==> config.mk <==
export PLATFORM = sky130hd
export DESIGN_NAME = bsl_boot_loader
export DESIGN_NICKNAME = d
export VERILOG_FILES = /design/src/verilog/bsl_pkg.sv /design/src/verilog/bsl_clr_if.sv /design/src/verilog/bsl_boot_loader.sv /design/src/verilog/bsl_clear_engine.sv /design/src/verilog/bsl_dest_check.sv
export SDC_FILE = /design/constraint.sdc
export NUM_CORES = 1
export LEC_CHECK = 0
export BUFFER_PORTS_ARGS = -buffer_cell sky130_fd_sc_hd__buf_2
export CELL_PAD_IN_SITES_DETAIL_PLACEMENT = 1
export CELL_PAD_IN_SITES_GLOBAL_PLACEMENT = 1
export CORE_MARGIN = 10
export CORE_UTILIZATION = 50
export CTS_CLUSTER_SIZE = 28
export DETAILED_ROUTE_END_ITERATION = 7
export PLACE_DENSITY = 0.93
export SLEW_MARGIN = 20
export SYNTH_ARGS = -nofsm -noshare
export SYNTH_HDL_FRONTEND = slang
export SYNTH_HIERARCHICAL = 1
export SYNTH_SLANG_ARGS = --single-unit
==> constraint.sdc <==
create_clock -name hclk -period 16.8 [get_ports hclk]
set_clock_uncertainty 0.05 [all_clocks]
set_input_delay 0.84 -clock hclk [delete_from_list [all_inputs] [get_ports hclk]]
set_output_delay 0.84 -clock hclk [all_outputs]
set_load 0.1 [all_outputs]
==> src/verilog/bsl_pkg.sv <==
// Constants, memory map, flag positions and state codes of the boot stream loader
package bsl_pkg;

  // Register offsets
  localparam logic [7:0] OFS_CTRL   = 8'h00;
  localparam logic [7:0] OFS_STATUS = 8'h04;
  localparam logic [7:0] OFS_FLASH  = 8'h08;
  localparam logic [7:0] OFS_SPI    = 8'h0C;
  localparam logic [7:0] OFS_GHDR   = 8'h10;
  localparam logic [7:0] OFS_IMGCNT = 8'h14;

  // Control bits
  localparam int CTRL_START    = 0;
  localparam int CTRL_INIT_RET = 1;
  localparam int CTRL_SPI      = 2;

  // Reset values
  localparam logic [31:0] PTR_RST = 32'h0000_0000;
  localparam logic        GO_RST  = 1'b1;

  // Stream layout
  localparam int GHDR_BYTES = 4;
  localparam int HDR_BYTES  = 10;
  localparam int CNT_BYTES  = 4;
  localparam int WIDE_BIT   = 0;
  localparam int SIG_LSB    = 28;
  localparam logic [3:0] SIG_VALID = 4'hA;

  // Flag word bit positions
  localparam int FLG_ZERO   = 0;
  localparam int FLG_INIT   = 3;
  localparam int FLG_IGNORE = 4;
  localparam int FLG_FINAL  = 15;

  // Hand-off entry point
  localparam logic [31:0] ENTRY_ADDR = 32'hFFA0_0000;

  // Error codes
  localparam logic [3:0] ERR_NONE    = 4'h0;
  localparam logic [3:0] ERR_SIG     = 4'h1;
  localparam logic [3:0] ERR_DEST    = 4'h2;
  localparam logic [3:0] ERR_SCRATCH = 4'h3;

  // Permitted destinations; the first N_CLEAR are cleared before a boot
  localparam int N_RANGE = 14;
  localparam int N_CLEAR = 13;
  localparam logic [31:0] RANGE_LO [N_RANGE] = '{
    32'hFFA0_0000, 32'hFFA1_0000, 32'hFF80_0000, 32'hFF80_4000,
    32'hFF90_0000, 32'hFF90_4000, 32'hFF60_0000, 32'hFF61_0000,
    32'hFF40_0000, 32'hFF40_4000, 32'hFF50_0000, 32'hFF50_4000,
    32'hFEB0_0000, 32'h0000_0000};
  localparam logic [31:0] RANGE_HI [N_RANGE] = '{
    32'hFFA0_3FFF, 32'hFFA1_3FFF, 32'hFF80_3FFF, 32'hFF80_7FFF,
    32'hFF90_3FFF, 32'hFF90_7FFF, 32'hFF60_3FFF, 32'hFF61_3FFF,
    32'hFF40_3FFF, 32'hFF40_7FFF, 32'hFF50_3FFF, 32'hFF50_7FFF,
    32'hFEB1_FFFF, 32'h1FFF_FFFF};

  // Scratch areas, never a destination
  localparam logic [31:0] SCR_A_LO = 32'hFFB0_0000;
  localparam logic [31:0] SCR_A_HI = 32'hFFB0_0FFF;
  localparam logic [31:0] SCR_B_LO = 32'hFF70_0000;
  localparam logic [31:0] SCR_B_HI = 32'hFF70_0FFF;

  typedef enum logic [3:0] {
    ST_IDLE  = 4'b0000,
    ST_CLEAR = 4'b0001,
    ST_GHDR  = 4'b0011,
    ST_HDR   = 4'b0010,
    ST_SKIP  = 4'b0110,
    ST_LOAD  = 4'b0111,
    ST_ZFILL = 4'b0101,
    ST_INIT  = 4'b0100,
    ST_DONE  = 4'b1100,
    ST_ERR   = 4'b1000
  } bsl_state_e;

  function automatic logic is_scratch(input logic [31:0] a);
    return (a >= SCR_A_LO && a <= SCR_A_HI) || (a >= SCR_B_LO && a <= SCR_B_HI);
  endfunction

endpackage

==> src/verilog/bsl_clr_if.sv <==
// Link between the loader and its memory clear engine
`timescale 1ns/1ps
interface bsl_clr_if;
  logic        start;
  logic        done;
  logic        req;
  logic        ready;
  logic [31:0] addr;
  modport eng (input start, ready, output done, req, addr);
  modport ctl (output start, ready, input done, req, addr);
endinterface

==> src/verilog/bsl_boot_loader.sv <==
// Boot stream loader: parses headers, loads blocks, runs init code, hands off
//
// Implementation choices: the AHB-Lite slave port and the register addresses.
`timescale 1ns/1ps
// Function
// - Stream opens with 32-bit little-endian global header
// - Count block header: size four, ignore flag
// - Image byte count follows, little-endian
// - Block header: address, count, flags, little-endian
// - Payload bytes arrive in swapped groups of four
// - Each image starts with its own count block
// - Init blocks run right after loading
// - Active read pointer, rewritable by init code
// - Resume fetching from active pointer after init
// - One image, then jump to entry address
// - Clear destination ranges before loading
// - Only permitted ranges accepted as destinations
// - Second core data bank A upper range allowed
// - Scratch memory is never a destination
// - Reject global header with bad signature
// - Global header bit 0 selects flash width
// - Decode zero-fill and final flags
// - Ignored blocks are skipped, not written
module bsl_boot_loader
(
  // Clock and reset
  input  wire logic        hclk,
  input  wire logic        hresetn,
  // AHB-Lite slave
  input  wire logic        hsel,
  input  wire logic [31:0] haddr,
  input  wire logic [1:0]  htrans,
  input  wire logic        hwrite,
  input  wire logic [2:0]  hsize,
  input  wire logic [31:0] hwdata,
  input  wire logic        hready,
  output logic             hreadyout,
  output logic             hresp,
  output logic [31:0]      hrdata,
  // Boot stream source
  output logic             stream_req,
  output logic [31:0]      stream_addr,
  input  wire logic [7:0]  stream_data,
  input  wire logic        stream_valid,
  // Memory write port
  output logic             mem_req,
  output logic [31:0]      mem_addr,
  output logic [31:0]      mem_wdata,
  output logic [3:0]       mem_be,
  input  wire logic        mem_ready,
  // Init code and hand-off
  output logic             init_exec,
  output logic [31:0]      init_entry,
  output logic             jump_valid,
  output logic [31:0]      jump_addr,
  output logic             flash_wide
);
  bsl_pkg::bsl_state_e st_q;
  bsl_pkg::bsl_state_e hdr_nxt;
  bsl_pkg::bsl_state_e blk_nxt;
  logic [31:0] flash_boot_read_pointer_q;
  logic [31:0] spi_boot_read_pointer_q;
  logic [31:0] base_q, len_q, bidx_q, img_cnt_q, wr_addr_q, init_entry_q, ghdr_q;
  logic [79:0] hdr_q, nxt_hdr;
  logic [31:0] h_addr, h_cnt, h_last, rd_val, hrdata_q;
  logic [15:0] h_flag;
  logic [7:0]  wr_byte_q, ap_ofs_q;
  logic [3:0]  err_q;
  logic        spi_sel_q, go_q, first_hdr_q, cnt_blk_q, init_blk_q, final_blk_q;
  logic        wr_pend_q, init_exec_q, ap_wr_q;
  logic        take_strm, prod, blk_done, hdr_end, ign, dest_ok, dest_scr;
  logic        clr_start, wr_ctrl, init_ret, start_wr;

  bsl_clr_if clr ();

  bsl_clear_engine u_clear
  (
    .hclk    (hclk),
    .hresetn (hresetn),
    .clr     (clr.eng)
  );

  bsl_dest_check u_dest
  (
    .first   (h_addr),
    .last    (h_last),
    .ok      (dest_ok),
    .scratch (dest_scr)
  );

  function automatic logic wr_hit(input logic [7:0] ofs);
    return ap_wr_q && ap_ofs_q == ofs;
  endfunction

  // Bus answers with zero wait states
  assign hreadyout = 1'b1;
  assign hresp     = 1'b0;
  assign hrdata    = hrdata_q;
  assign wr_ctrl   = wr_hit(bsl_pkg::OFS_CTRL);
  assign start_wr  = wr_ctrl && hwdata[bsl_pkg::CTRL_START];
  assign init_ret  = wr_ctrl && hwdata[bsl_pkg::CTRL_INIT_RET] && st_q == bsl_pkg::ST_INIT;

  // Header decode
  always_comb
  begin
    nxt_hdr = hdr_q;
    nxt_hdr[{bidx_q[3:0], 3'b000} +: 8] = stream_data;
  end
  assign h_addr  = nxt_hdr[31:0];
  assign h_cnt   = nxt_hdr[63:32];
  assign h_flag  = nxt_hdr[79:64];
  assign h_last  = h_addr + h_cnt - 32'h0000_0001;
  assign ign     = first_hdr_q || h_flag[bsl_pkg::FLG_IGNORE];
  assign hdr_end = st_q == bsl_pkg::ST_HDR && take_strm
    && bidx_q == 32'(bsl_pkg::HDR_BYTES - 1);

  always_comb
  begin
    if (ign)
      hdr_nxt = (h_cnt == 32'h0000_0000) ? bsl_pkg::ST_HDR : bsl_pkg::ST_SKIP;
    else if (h_cnt != 32'h0000_0000 && (dest_scr || !dest_ok))
      hdr_nxt = bsl_pkg::ST_ERR;
    else if (h_flag[bsl_pkg::FLG_ZERO])
      hdr_nxt = bsl_pkg::ST_ZFILL;
    else
      hdr_nxt = bsl_pkg::ST_LOAD;
  end

  always_comb
  begin
    if (init_blk_q)
      blk_nxt = bsl_pkg::ST_INIT;
    else if (final_blk_q)
      blk_nxt = bsl_pkg::ST_DONE;
    else
      blk_nxt = bsl_pkg::ST_HDR;
  end

  // Byte source and sink
  assign stream_req = (st_q == bsl_pkg::ST_GHDR || st_q == bsl_pkg::ST_HDR
    || st_q == bsl_pkg::ST_SKIP
    || (st_q == bsl_pkg::ST_LOAD && !wr_pend_q && bidx_q != len_q));
  assign stream_addr = spi_sel_q ? spi_boot_read_pointer_q : flash_boot_read_pointer_q;
  assign take_strm   = stream_req && stream_valid;
  assign prod = (st_q == bsl_pkg::ST_LOAD && take_strm)
    || (st_q == bsl_pkg::ST_ZFILL && !wr_pend_q && bidx_q != len_q);
  assign blk_done = (st_q == bsl_pkg::ST_LOAD || st_q == bsl_pkg::ST_ZFILL)
    && !wr_pend_q && bidx_q == len_q;
  assign clr_start = go_q && (st_q == bsl_pkg::ST_IDLE || st_q == bsl_pkg::ST_DONE
    || st_q == bsl_pkg::ST_ERR);

  assign clr.start = clr_start;
  assign clr.ready = mem_ready;
  assign mem_req   = clr.req || wr_pend_q;
  assign mem_addr  = clr.req ? clr.addr : {wr_addr_q[31:2], 2'b00};
  assign mem_wdata = clr.req ? 32'h0000_0000 : {4{wr_byte_q}};
  assign mem_be    = clr.req ? 4'hF : 4'b0001 << wr_addr_q[1:0];

  assign init_exec  = init_exec_q;
  assign init_entry = init_entry_q;
  assign jump_valid = st_q == bsl_pkg::ST_DONE;
  assign jump_addr  = bsl_pkg::ENTRY_ADDR;
  assign flash_wide = ghdr_q[bsl_pkg::WIDE_BIT];

  // Stream parser
  always_ff @(posedge hclk or negedge hresetn)
  begin
    if (!hresetn)
    begin
      st_q         <= bsl_pkg::ST_IDLE;
      bidx_q       <= 32'h0000_0000;
      base_q       <= 32'h0000_0000;
      len_q        <= 32'h0000_0000;
      ghdr_q       <= 32'h0000_0000;
      hdr_q        <= 80'h0;
      img_cnt_q    <= 32'h0000_0000;
      init_entry_q <= 32'h0000_0000;
      err_q        <= bsl_pkg::ERR_NONE;
      first_hdr_q  <= 1'b0;
      cnt_blk_q    <= 1'b0;
      init_blk_q   <= 1'b0;
      final_blk_q  <= 1'b0;
      init_exec_q  <= 1'b0;
    end
    else
    begin
      init_exec_q <= 1'b0;
      unique case (st_q)
        bsl_pkg::ST_IDLE, bsl_pkg::ST_DONE, bsl_pkg::ST_ERR:
          if (clr_start)
          begin
            st_q  <= bsl_pkg::ST_CLEAR;
            err_q <= bsl_pkg::ERR_NONE;
          end
        bsl_pkg::ST_CLEAR:
          if (clr.done)
          begin
            st_q   <= bsl_pkg::ST_GHDR;
            bidx_q <= 32'h0000_0000;
          end
        bsl_pkg::ST_GHDR:
          if (take_strm)
          begin
            ghdr_q[{bidx_q[1:0], 3'b000} +: 8] <= stream_data;
            bidx_q <= bidx_q + 32'h0000_0001;
            if (bidx_q == 32'(bsl_pkg::GHDR_BYTES - 1))
            begin
              bidx_q <= 32'h0000_0000;
              if (stream_data[bsl_pkg::SIG_LSB - 24 +: 4] != bsl_pkg::SIG_VALID)
              begin
                st_q  <= bsl_pkg::ST_ERR;
                err_q <= bsl_pkg::ERR_SIG;
              end
              else
              begin
                st_q        <= bsl_pkg::ST_HDR;
                first_hdr_q <= 1'b1;
              end
            end
          end
        bsl_pkg::ST_HDR:
          if (take_strm)
          begin
            hdr_q  <= nxt_hdr;
            bidx_q <= bidx_q + 32'h0000_0001;
            if (hdr_end)
            begin
              bidx_q      <= 32'h0000_0000;
              base_q      <= h_addr;
              len_q       <= h_cnt;
              init_blk_q  <= h_flag[bsl_pkg::FLG_INIT] && !ign;
              final_blk_q <= h_flag[bsl_pkg::FLG_FINAL] && !ign;
              cnt_blk_q   <= first_hdr_q;
              first_hdr_q <= 1'b0;
              st_q        <= hdr_nxt;
              if (hdr_nxt == bsl_pkg::ST_ERR)
                err_q <= dest_scr ? bsl_pkg::ERR_SCRATCH : bsl_pkg::ERR_DEST;
            end
          end
        bsl_pkg::ST_SKIP:
          if (take_strm)
          begin
            bidx_q <= bidx_q + 32'h0000_0001;
            if (cnt_blk_q && bidx_q < 32'(bsl_pkg::CNT_BYTES))
              img_cnt_q[{bidx_q[1:0], 3'b000} +: 8] <= stream_data;
            if (bidx_q == len_q - 32'h0000_0001)
            begin
              st_q   <= bsl_pkg::ST_HDR;
              bidx_q <= 32'h0000_0000;
            end
          end
        bsl_pkg::ST_LOAD, bsl_pkg::ST_ZFILL:
          if (prod)
            bidx_q <= bidx_q + 32'h0000_0001;
          else if (blk_done)
          begin
            bidx_q       <= 32'h0000_0000;
            st_q         <= blk_nxt;
            init_exec_q  <= init_blk_q;
            init_entry_q <= base_q;
          end
        bsl_pkg::ST_INIT:
          if (init_ret)
            st_q <= bsl_pkg::ST_HDR;
        default:
          st_q <= bsl_pkg::ST_IDLE;
      endcase
    end
  end

  // Byte writes into destination memory
  always_ff @(posedge hclk or negedge hresetn)
  begin
    if (!hresetn)
    begin
      wr_pend_q <= 1'b0;
      wr_addr_q <= 32'h0000_0000;
      wr_byte_q <= 8'h00;
    end
    else if (prod)
    begin
      wr_pend_q <= 1'b1;
      if (st_q == bsl_pkg::ST_LOAD)
      begin
        wr_addr_q <= base_q + (bidx_q ^ 32'h0000_0003);
        wr_byte_q <= stream_data;
      end
      else
      begin
        wr_addr_q <= base_q + bidx_q;
        wr_byte_q <= 8'h00;
      end
    end
    else if (wr_pend_q && mem_ready)
      wr_pend_q <= 1'b0;
  end

  // External read pointers
  always_ff @(posedge hclk or negedge hresetn)
  begin
    if (!hresetn)
    begin
      flash_boot_read_pointer_q <= bsl_pkg::PTR_RST;
      spi_boot_read_pointer_q   <= bsl_pkg::PTR_RST;
    end
    else
    begin
      if (wr_hit(bsl_pkg::OFS_FLASH))
        flash_boot_read_pointer_q <= hwdata;
      else if (clr_start)
        flash_boot_read_pointer_q <= bsl_pkg::PTR_RST;
      else if (take_strm && !spi_sel_q)
        flash_boot_read_pointer_q <= flash_boot_read_pointer_q + 32'h0000_0001;
      if (wr_hit(bsl_pkg::OFS_SPI))
        spi_boot_read_pointer_q <= hwdata;
      else if (clr_start)
        spi_boot_read_pointer_q <= bsl_pkg::PTR_RST;
      else if (take_strm && spi_sel_q)
        spi_boot_read_pointer_q <= spi_boot_read_pointer_q + 32'h0000_0001;
    end
  end

  // Register read values
  always_comb
  begin
    case (haddr[7:0])
      bsl_pkg::OFS_CTRL:   rd_val = {29'h0000_0000, spi_sel_q, 2'b00};
      bsl_pkg::OFS_STATUS: rd_val = {20'h0_0000, err_q, 4'h0, st_q};
      bsl_pkg::OFS_FLASH:  rd_val = flash_boot_read_pointer_q;
      bsl_pkg::OFS_SPI:    rd_val = spi_boot_read_pointer_q;
      bsl_pkg::OFS_GHDR:   rd_val = ghdr_q;
      bsl_pkg::OFS_IMGCNT: rd_val = img_cnt_q;
      default:             rd_val = 32'h0000_0000;
    endcase
  end

  // Bus slave and control bits
  always_ff @(posedge hclk or negedge hresetn)
  begin
    if (!hresetn)
    begin
      ap_wr_q   <= 1'b0;
      ap_ofs_q  <= 8'h00;
      hrdata_q  <= 32'h0000_0000;
      go_q      <= bsl_pkg::GO_RST;
      spi_sel_q <= 1'b0;
    end
    else
    begin
      ap_wr_q  <= hsel && htrans[1] && hready && hwrite;
      ap_ofs_q <= haddr[7:0];
      hrdata_q <= (hsel && htrans[1] && hready && !hwrite) ? rd_val : 32'h0000_0000;
      if (start_wr)
        go_q <= 1'b1;
      else if (clr_start)
        go_q <= 1'b0;
      if (wr_ctrl)
        spi_sel_q <= hwdata[bsl_pkg::CTRL_SPI];
    end
  end
endmodule

==> src/verilog/bsl_clear_engine.sv <==
// Walks every on-chip destination range writing zero words
`timescale 1ns/1ps
module bsl_clear_engine
(
  // Clock and reset
  input  wire logic hclk,
  input  wire logic hresetn,
  // Loader side
  bsl_clr_if.eng    clr
);
  logic [3:0]  idx_q;
  logic [31:0] addr_q;
  logic        run_q;
  logic        done_q;

  assign clr.req  = run_q;
  assign clr.addr = addr_q;
  assign clr.done = done_q;

  always_ff @(posedge hclk or negedge hresetn)
  begin
    if (!hresetn)
    begin
      run_q  <= 1'b0;
      done_q <= 1'b0;
      idx_q  <= 4'h0;
      addr_q <= 32'h0000_0000;
    end
    else
    begin
      done_q <= 1'b0;
      if (clr.start && !run_q)
      begin
        run_q  <= 1'b1;
        idx_q  <= 4'h0;
        addr_q <= bsl_pkg::RANGE_LO[0];
      end
      else if (run_q && clr.ready)
      begin
        if (addr_q[31:2] == bsl_pkg::RANGE_HI[idx_q][31:2])
        begin
          if (idx_q == 4'(bsl_pkg::N_CLEAR - 1))
          begin
            run_q  <= 1'b0;
            done_q <= 1'b1;
          end
          else
          begin
            idx_q  <= idx_q + 4'h1;
            addr_q <= bsl_pkg::RANGE_LO[idx_q + 4'h1];
          end
        end
        else
          addr_q <= addr_q + 32'h0000_0004;
      end
    end
  end
endmodule

==> src/verilog/bsl_dest_check.sv <==
// Decides whether a block's span lies inside one permitted destination
`timescale 1ns/1ps
module bsl_dest_check
(
  // Span of the block
  input  wire logic [31:0] first,
  input  wire logic [31:0] last,
  // Verdict
  output logic             ok,
  output logic             scratch
);
  logic [bsl_pkg::N_RANGE-1:0] hit;

  for (genvar i = 0; i < bsl_pkg::N_RANGE; i++)
  begin : g_rng
    assign hit[i] = first >= bsl_pkg::RANGE_LO[i] && last <= bsl_pkg::RANGE_HI[i]
      && first <= last;
  end

  assign ok      = |hit;
  assign scratch = bsl_pkg::is_scratch(first) || bsl_pkg::is_scratch(last);
endmodule

# Word level (Yosys, flattened, before mapping)
# Memory sizes are Yosys's and may differ from the RTL's.
# Index checks and enable logic that the tools add are counted.
dict set report totals {
  output_inout_bits 203
  regBits 471
  romBits 1024
  input_bits 84
  n_memories 2
}
dict set report classes {
  n_addsub 12
  shifts 5
  n_bitwise 4
  eq_ne 42
  muxes 88
  magnitude_cmp 40
  reduce_logical 111
}
# name depth width rd rd_clocked_by_memory_dff wr line_no
set mem_list {}
lappend mem_list {{(no name shown)} 16 32 1 0 0 bsl_clear_engine.sv:40} ;# if (addr_q[31:2] == bsl_pkg::RANGE_HI[idx_q][31:2])
lappend mem_list {{(no name shown)} 16 32 1 0 0 bsl_clear_engine.sv:50} ;# addr_q <= bsl_pkg::RANGE_LO[idx_q + 4'h1];
# operator count
set ops {}
lappend ops {{2-to-1 mux 32 bit} 28}
lappend ops {{greater-or-equal comparator 32 bit (second input constant)} 17}
lappend ops {{<= comparator 32 bit (second input constant)} 17}
lappend ops {{case mux 32 bit (6 select lines)} 1}
lappend ops {{case mux 32 bit (5 select lines)} 1}
lappend ops {{2-to-1 mux 4 bit} 28}
lappend ops {{adder 32 x 1 -> 32 bit (second input constant)} 3}
lappend ops {{adder 32 bit} 3}
lappend ops {{bitwise mux 80 bit} 1}
lappend ops {{variable shift 8 x 9 -> 80 bit (first input constant)} 1}
lappend ops {{indexed part select 8 x 9 -> 80 bit} 1}
lappend ops {{bitwise mux 32 bit} 2}
lappend ops {{equality test 32 bit} 2}
lappend ops {{subtractor 32 x 1 -> 32 bit (second input constant)} 2}
lappend ops {{logical AND 1 bit} 62}
lappend ops {{adder 32 x 3 -> 32 bit (second input constant)} 1}
lappend ops {{equality test 32 x 2 -> 1 bit (second input constant)} 1}
lappend ops {{equality test 32 x 4 -> 1 bit (second input constant)} 1}
lappend ops {{equality test 8 x 4 -> 1 bit (second input constant)} 4}
lappend ops {{greater-or-equal comparator 32 x 1 -> 1 bit (second input constant)} 1}
lappend ops {{<= comparator 32 x 29 -> 1 bit (second input constant)} 1}
lappend ops {{<= comparator 32 bit} 1}
lappend ops {{zero test 32 bit} 1}
lappend ops {{less-than comparator 32 x 3 -> 1 bit (second input constant)} 1}
lappend ops {{46 further kinds} 121}

# Logic depth before layout (Yosys ltp)
# Gate-level depths: netlist of the first run.
dict set report depth {
  depth_word 19
  depth_mapped 40
}

# Cells and area by module
# The synthesis of the first run kept the hierarchy.
# mod instances area_each_um2 seq_area_each_um2 cells_each
set by_module_without_submodules {}
lappend by_module_without_submodules {bsl_boot_loader 1 25256.7 10486.3 2890}
lappend by_module_without_submodules {bsl_clear_engine 1 2801.4 900.9 321}
lappend by_module_without_submodules {bsl_dest_check 1 1276.2 0.0 182}

# Least setup slack after synthesis of the first run
# OpenSTA, ideal clock, no wires.
dict set report synth_timing {
  kind {register to register}
  start {register bidx_q[1]}
  end {register err_q[0]}
  t_arrival_ns 7.129
  path_stages_with_launch 33
  slack_ns 9.481
  synth_period_minus_slack_ns 7.319
  n_path_buf 3
  path_cell_list {dfrtp_1 > buf_2 > inv_1 > ha_1 > clkbuf_1 > nor4b_1 > o21ai_0 > clkbuf_1 > mux2i_1 > ha_1 > inv_1 > ha_1 > nor2b_1 > o31a_1 > a2111o_1 > a31oi_1 > o31ai_1 > o41a_1 > o41ai_2 > o21bai_1 > a21oi_1 > xnor2_1 > nand4_1 > nor3_4 > nand4_1 > o311ai_0 > a21oi_1 > o32a_1 > inv_1 > o32ai_1 > or2_2 > nor3_1 > a221oi_1}
}
dict set report synth_between {
  elab_chain_cells 17
}
# element line_no
set synth_lines {}
lappend synth_lines {{start, declared} bsl_boot_loader.sv:63} ;# logic [31:0] base_q, len_q, bidx_q, img_cnt_q, wr_addr_q, init_entry_q, ghdr_q;
lappend synth_lines {{start signal, assigned} bsl_boot_loader.sv:205} ;# bidx_q <= bidx_q + 32'h0000_0001;
lappend synth_lines {{start signal, assigned} bsl_boot_loader.sv:225} ;# bidx_q <= bidx_q + 32'h0000_0001;
lappend synth_lines {{start signal, assigned} bsl_boot_loader.sv:243} ;# bidx_q <= bidx_q + 32'h0000_0001;
lappend synth_lines {{negator 7 -> 9 bit *} bsl_boot_loader.sv:107} ;# nxt_hdr[{bidx_q[3:0], 3'b000} +: 8] = stream_data;
lappend synth_lines {{indexed part select 8 x 9 -> 80 bit or variable shift 8 x 9 -> 80 bit (tied branches)} bsl_boot_loader.sv:107}
lappend synth_lines {{bitwise mux 80 bit *} bsl_boot_loader.sv:107}
lappend synth_lines {{adder 32 bit *} bsl_boot_loader.sv:112} ;# assign h_last = h_addr + h_cnt - 32'h0000_0001;
lappend synth_lines {{subtractor 32 x 1 -> 32 bit *} bsl_boot_loader.sv:112}
lappend synth_lines {{net h_last[29]} bsl_boot_loader.sv:65} ;# logic [31:0] h_addr, h_cnt, h_last, rd_val, hrdata_q;
lappend synth_lines {{<= comparator 32 bit or <= comparator 32 x 29 -> 1 bit (tied branches)} bsl_dest_check.sv:16} ;# assign hit[i] = first >= bsl_pkg::RANGE_LO[i] && last <= bsl_pkg::RANGE_HI[i]
lappend synth_lines {{logical AND 1 bit} bsl_dest_check.sv:16}
lappend synth_lines {{[... 2 more ...]} -}
lappend synth_lines {{net dest_ok} bsl_boot_loader.sv:71} ;# logic take_strm, prod, blk_done, hdr_end, ign, dest_ok, dest_scr;
lappend synth_lines {{zero test 1 bit *} bsl_boot_loader.sv:121} ;# else if (h_cnt != 32'h0000_0000 && (dest_scr || !dest_ok))
lappend synth_lines {{logical OR 1 bit *} bsl_boot_loader.sv:121}
lappend synth_lines {{logical AND 1 bit *} bsl_boot_loader.sv:121}
lappend synth_lines {{2-to-1 mux 4 bit *} bsl_boot_loader.sv:121}
lappend synth_lines {{2-to-1 mux 4 bit *} bsl_boot_loader.sv:119} ;# if (ign)
lappend synth_lines {{equality test 4 bit *} bsl_boot_loader.sv:236} ;# if (hdr_nxt == bsl_pkg::ST_ERR)
lappend synth_lines {{!= test 2 x 1 -> 1 bit (no source line) *} -}
lappend synth_lines {{AND reduction 8 bit (no source line) *} -}
lappend synth_lines {{end signal, assigned} bsl_boot_loader.sv:178} ;# err_q <= bsl_pkg::ERR_NONE;
lappend synth_lines {{end signal, assigned} bsl_boot_loader.sv:212} ;# err_q <= bsl_pkg::ERR_SIG;
lappend synth_lines {{end signal, assigned} bsl_boot_loader.sv:237} ;# err_q <= dest_scr ? bsl_pkg::ERR_SCRATCH : bsl_pkg::ERR_DEST;
lappend synth_lines {{end, declared} bsl_boot_loader.sv:68} ;# logic [3:0] err_q;
# Mark *: on every way through the listed nets, which the timed path passes. The rest lies on a longest branch. The select of a mux whose other input is x is not followed.
# A chain may end at the register's enable or synchronous reset.

# Final worst setup path of the first run
dict set report layout_timing {
  start {register bidx_q[0]}
  end {register err_q[1]}
}
# Same word-level chain as after synthesis.

==> impl_metrics.json, run 1 <==
{
  "status": "finished clean",
  "placed_area_um2": 30500,
  "cts_resized": 0,
  "drt_iter0_markers": 3099,
  "ant_nets": 0,
  "cts_max_path_buffers": 3,
  "yosysMostFrequentCell": "dfrtp_1",
  "rows": 88,
  "synth_cell_types": 105,
  "max_cap_violations": 0,
  "synth_top_area_cell": "dfrtp_1",
  "crit_required_ns": 17.29,
  "synthesis.area_um2": 29300,
  "syn_avg_cell_area_um2": 8.65,
  "fin_total_pwr_mw": 5.62,
  "synth_edf_count": 0,
  "cts.sink_count": 455,
  "hp-class": "in -> async",
  "setup_viol": 0,
  "power.leakage_nw": 15.5,
  "antenna_found_initial": 3,
  "drt-total-wl_um": 116000,
  "worst_slack_ns": 6.45,
  "timing.hold.ws_ns": 0.0735,
  "crit_type": "reg -> reg",
  "hold_violations": 0,
  "synth_area_leaders": "dfrtp_1 39%, ha_1 6.0%, nand2_1 5.8%, o21ai_0 4.8%, a21oi_1 4.5%",
  "cpPeakStageDelay_ns": 0.79,
  "vias": 28600,
  "fin_area_um2": 32300,
  "ys.flop_type": "dfrtp_1",
  "slew_violations": 0,
  "yosys-top-cells-count": "454 x dfrtp_1, 452 x nand2_1, 288 x nor2_1",
  "drt-pass1-iter-count": 6,
  "grt_max_degree": 136,
  "post_cts_buffers": 0,
  "routabilityCongestion": 0.968,
  "synth_top_cell_area_share": 0.387,
  "startpoint_type": "flop",
  "fin_tns_setup_ns": 0,
  "post-place-ws_ns": 7.18,
  "drc": 0,
  "clock_latency_ns": 0.63,
  "finalCritPeriodShare": 0.616,
  "crit_arrival_ns": 10.84,
  "dp_hpwl_um": 75300,
  "start_util": 0.507,
  "endpoint_kind": "flop",
  "clkTransAtPathRegs_ns": 0.07,
  "grt_usage": 0.321,
  "io_pins": 287,
  "fmax_mhz": 96.6,
  "rsz0062_at_grt": "false",
  "nFillCells": 6804,
  "die_x_um": 262,
  "syn_to_final_growth_pct": 10.0,
  "die_h_um": 262,
  "drive_gt1_frac": 0.141,
  "yosysSeqAreaShare": 0.388,
  "async_reset_ff_frac": 1.00,
  "die_area_um2": 68800,
  "max_slew_margin": 0.219,
  "ctsHoldBuffers": 0,
  "syn_inst": 3393,
  "io_buffer_count": 222,
  "root_buffer": "clkbuf_16",
  "ys_ff_latch": 455,
  "power.density_nw_per_um2": 174,
  "wire_per_inst_um": 27.0,
  "vias_per_cell": 6.65,
  "nNetsFinal": 3709,
  "cts_made_buffers": 50,
  "cp_common_cell": "inv_1",
  "yosysWarnings": 6,
  "fp.coreArea_um2": 57900,
  "grt_pass1_vias": 30100,
  "grt_pass1_wl_um": 180000,
  "cp_max_fo": 15,
  "cp_slowest_cell": "dfrtp_1",
  "htreeDepth": 2,
  "tightest_slew_ns": 1.17,
  "period_minus_slack_ns": 10.35,
  "vdd_drop_max_mv": 0.171,
  "cts_tree": "yes",
  "overflow": 0
}
-- per-stage QoR --
step | utilization | std cells
global placement | 0.526 | 4194
global route | 0.557 | 4290
finish | 0.557 | 4292
floorplan | - | 3426
CTS | 0.557 | 4288
detailed placement | 0.526 | 4194
-- final cells by class --
class,count,area (um2),share of cell area
Sequential cell,455,11400,0.353
Antenna cell,3,7.51,0.000233
Inverter,178,668,0.0207
Clock buffer,59,1350,0.0417
Timing Repair Buffer,248,1340,0.0415
Multi-Input combinational cell,2549,16200,0.501
Tap cell,765,957,0.0297
Clock inverter,35,397,0.0123
-- sequential cells by signal, indices dropped and copies added, names as in the netlist, 2 cells and up --
name	count
hdr_q	68
base_q	32
bidx_q	32
flash_boot_read_pointer_q	32
ghdr_q	32
hrdata	32
img_cnt_q	32
init_entry	32
len_q	32
spi_boot_read_pointer_q	32
wr_addr_q	32
u_clear/clr.addr	30
ap_ofs_q	8
wr_byte_q	8
st_q	4
u_clear/idx_q	4
err_q	2
-- worst max-delay path: cells and delay by family (launching register included) --
kind / cells / cell delay (ns)
AO/OA/AOI/OAI: 13 / 3.86
XOR/XNOR: 1 / 0.20
adder cells (fa/ha/maj): 4 / 1.23
buffers and inverters: 4 / 0.68
flip-flops: 1 / 0.79
multiplexers: 1 / 0.56
AND/OR/NAND/NOR: 10 / 2.87
-- power by group --
part           internal, mW  switching (mW)
Sequential             1.18           0.107
Clock                 0.686           0.527
Combinational          1.06            2.07
Total                  2.92            2.70
-- path summary, 6_finish.rpt --
kind                                      to  depth (start not counted)         start  slack (ns)
worst max-delay path                err_q[1]                         33     bidx_q[0]        6.45
worst min-delay path            wr_addr_q[1]                          1       hresetn        0.07
worst max register to register      err_q[1]                         33     bidx_q[0]        6.45
worst min register to register  wr_byte_q[0]                          2  wr_byte_q[0]        0.42
max in group asynchronous          hdr_q[10]                          6       hresetn       12.57
min in group hclk                ap_ofs_q[5]                          1      haddr[5]        0.31
-- layout by cell type (no fill, tap or decap), types with 10 or more instances in the layout --
cell type	instances
a211oi_1	14
a21o_1	25
a21oi_1	266
a221oi_1	29
a22o_1	12
a31oi_1	22
and2_1	15
and3_1	51
and4_1	11
buf_2	221
buf_4	24
clkbuf_16	50
clkinv_2	16
conb_1	36
dfrtp_1	453
ha_1	141
inv_1	175
mux2_2	102
mux2i_1	92
nand2_1	452
nand2b_1	19
nand3_1	84
nand4_1	42
nor2_1	286
nor2b_1	27
nor3_1	47
nor4_1	32
o211ai_1	13
o21ai_0	282
o22ai_1	15
o31ai_1	53
or2_2	10
or3_1	17
or4_1	16
xnor2_1	86
xor2_1	81
-- layer usage --
metal	vias up	global-route usage	routed length, um
met1	14300	0.377	43200
li1	12000	-	-
met2	1681	0.526	54500
met3	554	0.0651	9610
met4	2	0.212	8490
met5	-	0	13
-- cells by family (layout without fill, tap and decap cells) --
group | after synthesis | in the layout | synth area share
buffers and inverters | 422 | 520 | 0.0661
multiplexers | 196 | 196 | 0.0717
XOR/XNOR | 168 | 168 | 0.0504
other | 3 | 39 | 0.000384
AND/OR/NAND/NOR | 1163 | 1163 | 0.187
adder cells (fa/ha/maj) | 143 | 143 | 0.0615
AO/OA/AOI/OAI | 843 | 843 | 0.175
flip-flops | 455 | 455 | 0.388
Note: power is estimated with default switching activity, not from simulation.
==> run 2: changes to the inputs <==
--- a/config.mk
+++ b/config.mk
@@ -9,10 +9,10 @@
 export CELL_PAD_IN_SITES_DETAIL_PLACEMENT = 1
 export CELL_PAD_IN_SITES_GLOBAL_PLACEMENT = 1
 export CORE_MARGIN = 10
-export CORE_UTILIZATION = 50
+export CORE_UTILIZATION = 46
 export CTS_CLUSTER_SIZE = 28
 export DETAILED_ROUTE_END_ITERATION = 7
-export PLACE_DENSITY = 0.93
+export PLACE_DENSITY = 0.87
 export SLEW_MARGIN = 20
 export SYNTH_ARGS = -nofsm -noshare
 export SYNTH_HDL_FRONTEND = slang
==> constraint.sdc (replaced) <==
create_clock -name hclk -period 10.1 [get_ports hclk]
set_clock_uncertainty 0.05 [all_clocks]
set_input_delay 0.505 -clock hclk [delete_from_list [all_inputs] [get_ports hclk]]
set_output_delay 0.505 -clock hclk [all_outputs]
set_load 0.1 [all_outputs]
==> impl_metrics.json, run 2 (same netlist as run 1, synthesis figures left out) <==
{
  "slew_violations": 0,
  "drt-pass1-iter-count": 5,
  "cp_slowest_cell": "dfrtp_1",
  "grt_max_degree": 176,
  "busiest_layer": "met2",
  "vias_per_cell": 6.04,
  "crit_arrival_ns": 9.85,
  "vdd_drop_max_mv": 0.252,
  "cp_max_fo": 15,
  "startpoint_type": "flop",
  "rsz0062_at_grt": "false",
  "cp_common_cell": "inv_1",
  "nNetsFinal": 3713,
  "power.leakage_nw": 15.6,
  "vias": 26400,
  "drive_gt1_frac": 0.138,
  "hp-class": "in -> reg",
  "syn_to_final_growth_pct": 10.5,
  "drc": 0,
  "cts_tree": "yes",
  "fin_tns_setup_ns": 0,
  "rows": 92,
  "use_met3": 0.0433,
  "worst_slack_ns": 0.659,
  "max_cap_violations": 0,
  "final_common_cell": "dfrtp_1",
  "cts.sink_count": 455,
  "die_h_um": 273,
  "crit_type": "reg -> reg",
  "clock_latency_ns": 0.62,
  "dp_hpwl_um": 72900,
  "cts_max_path_buffers": 3,
  "finalCritPeriodShare": 0.935,
  "clkTransAtPathRegs_ns": 0.06,
  "endpoint_kind": "flop",
  "hold_violations": 0,
  "setup_viol": 0,
  "drt_iter0_markers": 2094,
  "grt_usage": 0.265,
  "largest-register": "hdr_q",
  "cpPeakStageDelay_ns": 0.63,
  "htreeDepth": 2,
  "ctsHoldBuffers": 6,
  "antenna_found_initial": 2,
  "ant_nets": 0,
  "drt-total-wl_um": 101000,
  "met2_usage": 0.446,
  "die_x_um": 273,
  "post_cts_buffers": 0,
  "cts_made_buffers": 50,
  "power.density_nw_per_um2": 278,
  "io_pins": 287,
  "status": "finished clean",
  "routabilityCongestion": 0.949,
  "grt_pass1_wl_um": 160000,
  "io_buffer_count": 222,
  "mostFrequentLayoutCells": "453 x dfrtp_1, 452 x nand2_1, 285 x nor2_1, 282 x o21ai_0, 266 x a21oi_1",
  "fmax_mhz": 106,
  "use_met1": 0.331,
  "die_area_um2": 74300,
  "grt_pass1_vias": 27600,
  "max_slew_margin": 0.283,
  "root_buffer": "clkbuf_16",
  "crit_required_ns": 10.51,
  "post-place-ws_ns": 0.981,
  "start_util": 0.465,
  "tightest_slew_ns": 1.08,
  "period_minus_slack_ns": 9.44,
  "largest_reg_flops": 68,
  "cts_resized": 0,
  "overflow": 0,
  "fp.coreArea_um2": 63100,
  "wire_per_inst_um": 23.2
}
## run 2: critical path, delay by kind of cell, from the launching register on
kind	cells	cell delay, ns
AOI/OAI and AO/OA	14	3.76
xor gates and xnor gates	1	0.20
adders and majority gates	4	1.24
buffers and inverters	4	0.51
DFF	1	0.63
and+or+nand+nor	10	2.86
## run 2: metrics by stage
step	hold WS [ns]	utilization	total power, mW	std cells	area (um2)
6_report	0.0255	0.514	9.01	4368	32400
4_1_cts	0.00241	0.514	8.98	4367	32400
3_3_place_gp	0.404	0.485	6.75	4273	30600
2_1_floorplan	0.159	-	5.82	3426	29500
3_5_place_dp	0.419	0.485	6.95	4274	30600
5_1_grt	0.0156	0.514	9.69	4367	32400
## run 2: final timing paths
path,slack (ns),to,depth (start not counted),from
setup / recovery,0.66,err_q[0],33,bidx_q[0]
hold / removal,0.03,ap_ofs_q[4],1,haddr[4]
setup reg to reg,0.66,err_q[0],33,bidx_q[0]
hold reg to reg,0.42,wr_byte_q[5],2,wr_byte_q[5]
max in group asynchronous,7.35,hdr_q[21],4,hresetn
min in group asynchronous,0.41,u_clear/idx_q[2],2,hresetn
## run 2: layer usage
layer	vias up	routed length, um
li1	12000	-
met1	13300	41900
met2	883	48500
met3	243	6250
met4	2	4590
met5	-	13
## run 2: area by class of cell
class / instances / area, um2
multi-input combinational: 2549 / 16200
tap: 846 / 1060
clock buffer: 68 / 1430
timing repair buffer: 252 / 1380
sequential: 455 / 11400
fill: 7521 / 30700
inverter: 178 / 668
clock inverter: 19 / 323
antenna: 1 / 2.50
## run 2: power breakdown
group / total, mW / internal [mW] / switching [mW] / leakage [nW]
Clock: 1.98 / 1.17 / 0.807 / 0.856
Combinational: 4.91 / 1.73 / 3.17 / 8.53
Sequential: 2.12 / 1.96 / 0.159 / 6.17
